## src/hdl/ahc_pkg.sv

```systemverilog
// Purpose: shared constants and types for the host request checker
// Assumes: requests arrive already parsed into fields by a framing front end
// Notes: error codes are two hex digits carried as one byte
package ahc_pkg;

  // ==========================================================================
  // Command symbols
  typedef enum logic [3:0] {
    CMD_BIT_READ,
    CMD_WORD_READ,
    CMD_BIT_WRITE,
    CMD_WORD_WRITE,
    CMD_EXT_READ_A,
    CMD_EXT_READ_B,
    CMD_EXT_WRITE_A,
    CMD_EXT_WRITE_B,
    CMD_LINK_TEST,
    CMD_UNKNOWN
  } ahc_cmd_t;

  // Two-letter ASCII symbols as received on the link
  localparam logic [15:0] SYM_BIT_READ = 16'h4252;
  localparam logic [15:0] SYM_WORD_READ = 16'h5752;
  localparam logic [15:0] SYM_BIT_WRITE = 16'h4257;
  localparam logic [15:0] SYM_WORD_WRITE = 16'h5757;
  localparam logic [15:0] SYM_EXT_READ_A = 16'h4a52;
  localparam logic [15:0] SYM_EXT_READ_B = 16'h5152;
  localparam logic [15:0] SYM_EXT_WRITE_A = 16'h4a57;
  localparam logic [15:0] SYM_EXT_WRITE_B = 16'h5157;
  localparam logic [15:0] SYM_LINK_TEST = 16'h5454;

  // ==========================================================================
  // Device areas
  typedef enum logic [2:0] {
    AREA_FLAG,
    AREA_CURRENT,
    AREA_COMMON,
    AREA_RECIPE,
    AREA_EQUIP,
    AREA_FILTER,
    AREA_CORRECT
  } ahc_area_t;

  // Highest device number per area
  localparam logic [11:0] MAX_FLAG = 12'h04f;
  localparam logic [11:0] MAX_CURRENT = 12'h0a0;
  localparam logic [11:0] MAX_COMMON = 12'h062;
  localparam logic [11:0] MAX_RECIPE = 12'h832;
  localparam logic [11:0] MAX_EQUIP = 12'h852;
  localparam logic [11:0] MAX_FILTER = 12'h896;
  localparam logic [11:0] MAX_CORRECT = 12'h92a;

  // Recipe-change targets
  typedef enum logic [1:0] {
    RCH_NONE,
    RCH_MEASURE,
    RCH_DISPLAY,
    RCH_OUTPUT
  } ahc_rch_t;

  // ==========================================================================
  // Error codes
  localparam logic [7:0] ERR_NONE = 8'h00;
  localparam logic [7:0] ERR_CHECKSUM = 8'h01;
  localparam logic [7:0] ERR_COMMAND = 8'h02;
  localparam logic [7:0] ERR_RANGE = 8'h03;
  localparam logic [7:0] ERR_WORD_TO_FLAG = 8'h04;
  localparam logic [7:0] ERR_ODD_COUNT = 8'h05;
  localparam logic [7:0] ERR_ODD_ADDR = 8'h06;
  localparam logic [7:0] ERR_MEAS_UNREG = 8'h07;
  localparam logic [7:0] ERR_DISP_UNREG = 8'h08;
  localparam logic [7:0] ERR_OUT_UNREG = 8'h09;
  localparam logic [7:0] ERR_DISP_UNMEAS = 8'h0a;
  localparam logic [7:0] ERR_OUT_UNMEAS = 8'h0b;

  // Station identifier limits and reset values
  localparam logic [3:0] STATION_MIN = 4'h1;
  localparam logic [3:0] STATION_MAX = 4'ha;
  localparam logic [3:0] STATION_RESET = 4'h1;
  // Edges the strap synchroniser needs before its value is trusted
  localparam logic [1:0] STRAP_SETTLE = 2'h2;
  localparam int RECIPES = 32;

endpackage

```

## src/hdl/ahc_cmd_decode.sv

```systemverilog
// Purpose: maps a received two-letter symbol to a command class
// Assumes: symbol is stable while the request is offered
// Notes: purely combinational
`timescale 1ns/10ps
module ahc_cmd_decode
(
  // Symbol in
  input wire logic [15:0] symbol,
  // Decoded class
  output ahc_pkg::ahc_cmd_t cmd,
  output logic isWordWrite,
  output logic isWordOp,
  output logic isWrite
);

  // ==========================================================================
  // Symbol lookup
  always_comb
  begin
    case (symbol)
      ahc_pkg::SYM_BIT_READ: cmd = ahc_pkg::CMD_BIT_READ;
      ahc_pkg::SYM_WORD_READ: cmd = ahc_pkg::CMD_WORD_READ;
      ahc_pkg::SYM_BIT_WRITE: cmd = ahc_pkg::CMD_BIT_WRITE;
      ahc_pkg::SYM_WORD_WRITE: cmd = ahc_pkg::CMD_WORD_WRITE;
      ahc_pkg::SYM_EXT_READ_A: cmd = ahc_pkg::CMD_EXT_READ_A;
      ahc_pkg::SYM_EXT_READ_B: cmd = ahc_pkg::CMD_EXT_READ_B;
      ahc_pkg::SYM_EXT_WRITE_A: cmd = ahc_pkg::CMD_EXT_WRITE_A;
      ahc_pkg::SYM_EXT_WRITE_B: cmd = ahc_pkg::CMD_EXT_WRITE_B;
      ahc_pkg::SYM_LINK_TEST: cmd = ahc_pkg::CMD_LINK_TEST;
      default: cmd = ahc_pkg::CMD_UNKNOWN;
    endcase
  end

  // Word-based classes; extended B variants move words
  assign isWordWrite = (cmd == ahc_pkg::CMD_WORD_WRITE) || (cmd == ahc_pkg::CMD_EXT_WRITE_B);
  assign isWordOp = isWordWrite || (cmd == ahc_pkg::CMD_WORD_READ)
                    || (cmd == ahc_pkg::CMD_EXT_READ_B);
  assign isWrite = (cmd == ahc_pkg::CMD_BIT_WRITE) || (cmd == ahc_pkg::CMD_WORD_WRITE)
                   || (cmd == ahc_pkg::CMD_EXT_WRITE_A) || (cmd == ahc_pkg::CMD_EXT_WRITE_B);

endmodule

```

## config.mk

```make
export PLATFORM = sky130hd
export DESIGN_NAME = ahc_cmd_decode
export DESIGN_NICKNAME = d
export VERILOG_FILES = /design/src/hdl/ahc_pkg.sv /design/src/hdl/ahc_cmd_decode.sv
export SDC_FILE = /design/constraint.sdc
export NUM_CORES = 1
export LEC_CHECK = 0
export ABC_AREA = 1
export BUFFER_PORTS_ARGS = -buffer_cell sky130_fd_sc_hd__buf_4
export CORE_AREA = 2 2 39 41
export DETAILED_ROUTE_END_ITERATION = 16
export DIE_AREA = 0 0 41 43
export GPL_TIMING_DRIVEN = 0
export PLACE_DENSITY_LB_ADDON = 0.3
export SYNTH_ARGS = -nofsm -noshare
export SYNTH_HDL_FRONTEND = slang
export SYNTH_SLANG_ARGS = --single-unit
export TNS_END_PERCENT = 50
```

## constraint.sdc

```tcl
create_clock -name vclk -period 1.1
set_clock_uncertainty 0.1 [all_clocks]
set_input_delay 0.22 -clock vclk [all_inputs]
set_output_delay 0.22 -clock vclk [all_outputs]
set_load 0.1 [all_outputs]
```

[Word-level counts from Yosys, hierarchy flattened]
Index checks and enable logic that the tools add are counted.
Storage, ports and cells
  output and inout bits: 7
  memories: 0
  register bits after elaboration: 0
  word-level logic and storage cells: 22
  memory bits (read-only): 0
  latch bits: 0
  bits of input ports: 16
  RAM bits: 0
Cells by class
  bitwise operators: 0
  multipliers: 0
  add/subtract/negate cells: 0
  equality and inequality tests: 15
  divide/modulo/power cells: 0
  magnitude comparators: 0
  shift operators: 0
  mux-type cells: 1
  reduce and logical (&&, ||, !) cells: 6
Operator list (count)
  $eq A16 B15 Y1 const B: 9
  $pmux W4 S9: 1
  $eq A4 B3 Y1 const B: 3
  $eq A4 B2 Y1 const B: 2
  $logic_or A1 B1 Y1: 6
  $eq A4 B1 Y1 const B: 1

[Depth between registers and ports, before layout]
  depth in word-level cells: 6
  gate-level depth with buffers: 10

[Worst setup path after synthesis]
No wires, ideal clock.
  kind: in2out
  start: input symbol[13]
  end: output isWordOp
  setup slack: -1713 ps
  required time: 780 ps
  buffers on the path: 0
  arrival: 2493 ps
  cell stages on the path: 9
  cells stage by stage: inv_1 -> nand2_2 -> nor2_8 -> nand2_2 -> nor2_2 -> nor2_2 -> nand2_2 -> nand2_2 -> nor2_1
Between the ends
  word-level cells in the longest chain between the ends: 6
  elaborated cells on any way between the ends: 17
  classes of those cells: eq/ne: 13; mux: 1; reduce/logical: 3
Ends and longest elaborated chain
  start, declared: RTL line ahc_cmd_decode.sv:8  | input wire logic [15:0] symbol,
  $eq A16 B15 Y1: RTL line ahc_cmd_decode.sv:20  | case (symbol)
  $pmux W4 S9 (*): RTL line ahc_cmd_decode.sv:20
  net cmd[3]: RTL line ahc_cmd_decode.sv:10  | output ahc_pkg::ahc_cmd_t cmd,
  $eq A4 B2 Y1 / $eq A4 B3 Y1 (equally long branches): RTL line ahc_cmd_decode.sv:35  | assign isWordWrite = (cmd == ahc_pkg::CMD_WORD_WRITE) || (cmd == ahc_pkg::CMD_EXT_WRITE_B);
  $logic_or A1 B1 Y1: RTL line ahc_cmd_decode.sv:35
  $logic_or A1 B1 Y1: RTL line ahc_cmd_decode.sv:36  | assign isWordOp = isWordWrite || (cmd == ahc_pkg::CMD_WORD_READ)
  $logic_or A1 B1 Y1 (*): RTL line ahc_cmd_decode.sv:37  | || (cmd == ahc_pkg::CMD_EXT_READ_B);
  end, declared: RTL line ahc_cmd_decode.sv:12  | output logic isWordOp,
Mark *: on every way through the listed nets, which the timed path passes. The rest lies on a longest branch.

[Final worst setup path]
  start: input symbol[1]
  end: output cmd[0]
Between the ends
  word-level cells in the longest chain between the ends: 2
  elaborated cells on any way between the ends: 10
  classes of those cells: eq/ne: 9; mux: 1
Ends and longest elaborated chain (RTL line)
  $eq A16 B15 Y1: ahc_cmd_decode.sv:20
  $pmux W4 S9 (*): ahc_cmd_decode.sv:20
  end, declared: ahc_cmd_decode.sv:10
Every way passes the cells marked *; elsewhere a longest branch is shown, timed or not.

==> flow_metrics.py <==
metrics = {
    "synth": {
        "synth.distinct_cells": 15,
        "syn-num-nets": 88,
        "synth-warning-count": 0,
        "ys_seq_area_share_pct": 0,
        "mappedNetlistArea_um2": 355,
        "postSynthCellCount": 72,
        "avgSynthCellArea_um2": 4.94,
    },
    "critical_path": {
        "crit_path_start_kind": "input pin",
        "critPathMaxFanout": 3,
        "crit_type": "in -> out",
        "critPathRequiredTime_ps": 780,
        "endpoint_kind": "output port",
        "cp.arrival_ps": 1320,
    },
    "grt": {
        "grt_pass1_vias": 492,
        "antenna_found_initial": 0,
        "overflow": 0,
        "grt_usage_pct": 14.1,
        "grt_max_degree": 6,
        "grt_pass1_wl_um": 1840,
    },
    "cells_and_area": {
        "clkbuf_count": 0,
        "drive_above_1_share_pct": 81.4,
        "ff_latch_area_um2": 0,
        "antenna_cells": 0,
        "final_cell_mix": "buf_4 (14), nor2_4 (10), nand2_1 (9)",
        "final_cells": 118,
        "seq_cells": 0,
        "nNetsFinal": 120,
        "syn2layout_area_growth_pct": 175,
        "nFillCells": 112,
        "final_common_cell": "buf_4",
        "final_core_util_pct": 70.7,
        "design_area_um2": 978,
    },
    "drt": {
        "vias_per_cell": 4.38,
        "routed_wl_um": 1160,
        "vias": 517,
        "drt-wirelength-per-cell_um": 9.86,
        "first_pass_iters": 2,
        "drc": 0,
        "final_antenna_net_count": 0,
        "drtIter0Drc": 5,
    },
    "timing": {
        "final-setup-viol-count": 7,
        "rsz0062_at_grt": "yes",
        "finalCritPeriodShare_pct": 149,
        "period_needed_ps": 1640,
        "slew_headroom_pct": 86.1,
        "hold_violations": 0,
        "fmax_mhz": 609,
        "whs_ps": 905,
        "setup_ws_ps": -541,
        "worst_slew_pin_slew_ps": 208,
        "drv_slew": 0,
    },
    "floorplan": {
        "die-area_mm2": 0.00176,
        "floorplan.io_pins": 23,
        "initial_core_util_pct": 25.7,
        "die_h_um": 43,
        "die_x_um": 41,
        "rows": 14,
        "fp.coreArea_mm2": 0.00138,
    },
    "min_path": {
        "worstHoldPathCells": 6,
        "worst_hold_path_type": "in -> out",
    },
    "run": {
        "drv_cap": 0,
    },
    "place": {
        "dp_hpwl_um": 809,
        "portBuffers": 23,
        "gp_congestion": 0.731,
        "placed_cells": 111,
        "placed_area_um2": 697,
    },
    "power_and_ir_drop": {
        "p_leak_nw": 0.475,
        "power_density_mw_per_mm2": 199,
        "power_uw": 194,
        "ir_drop_uv": 153,
    },
    "clock_tree": {
        "cts_hold_buf": 0,
    },
    "status": {
        "failed_checks": "negative setup slack",
        "status": "finished with violations",
    },
}
power by group:
part           total [mW]  internal (mW)  switching, mW
logic               0.194         0.0963         0.0980
clock network           0              0              0
registers               0              0              0
total               0.194         0.0963         0.0980
synthesized netlist by cell type:
library cell	n	area (um2)
nand4_1	1	6.26
a21oi_1	1	5.00
nand3_2	1	10.0
nor2_8	1	20.0
nand2_2	9	56.3
nor2_2	5	31.3
nor2_1	11	41.3
nor2_4	1	11.3
and2_1	1	6.26
inv_1	16	60.1
nand2_4	1	11.3
inv_2	2	7.51
nand3_1	4	20.0
nor3_1	1	5.00
nand2_1	17	63.8
final timing paths:
| kind | startpoint | to | slack [ps] |
|---|---|---|---|
| min | symbol[8] | cmd[2] | 910 |
| max | symbol[1] | cmd[0] | -540 |
kinds of logic after synthesis:
family	after synthesis	share of synthesized area (%)
compound gates	1	1.41
buf+inv	18	19.0
simple gates	53	79.6
worst max-delay path, cell delays in order:
cell,delay [ps]
buf_8,90
nor2_2,40
and2_1,150
nand2_2,80
nor2_4,50
nor2_4,200
nand2_8,100
buf_4,150
nand2_2,70
buf_12,170
metrics by stage:
stage | TNS, ps | worst slack (ps)
CTS | -3610 | -575
global placement | -4340 | -692
floorplan | -3630 | -685
finish | -3640 | -541
detailed placement | -4490 | -728
global route | -4040 | -599
area by class of cell:
class                           count  area [um2]  share of cell area (%)
Timing Repair Buffer               30         354                    36.2
Inverter                           18         113                    11.5
Multi-Input combinational cell     54         492                    50.3
Tap cell                           16        20.0                    2.05
metal layers:
layer  wire [um]  vias up  global-route usage, %
met5           0        -                      0
met4           0        0                      0
met3          40        0                      0
met2         736       13                   28.7
met1         387      235                   15.5
li1            -      269                      -
repair_timing:
item | in CTS | in global routing
pin swaps | 15 | 18
buffers inserted | 5 | 2
resized for setup | 38 | 23
hold endpoints to repair | 0 | 0
cloned | 0 | 0
setup endpoints to repair | 7 | 7
(Power assumes the default switching activity.)
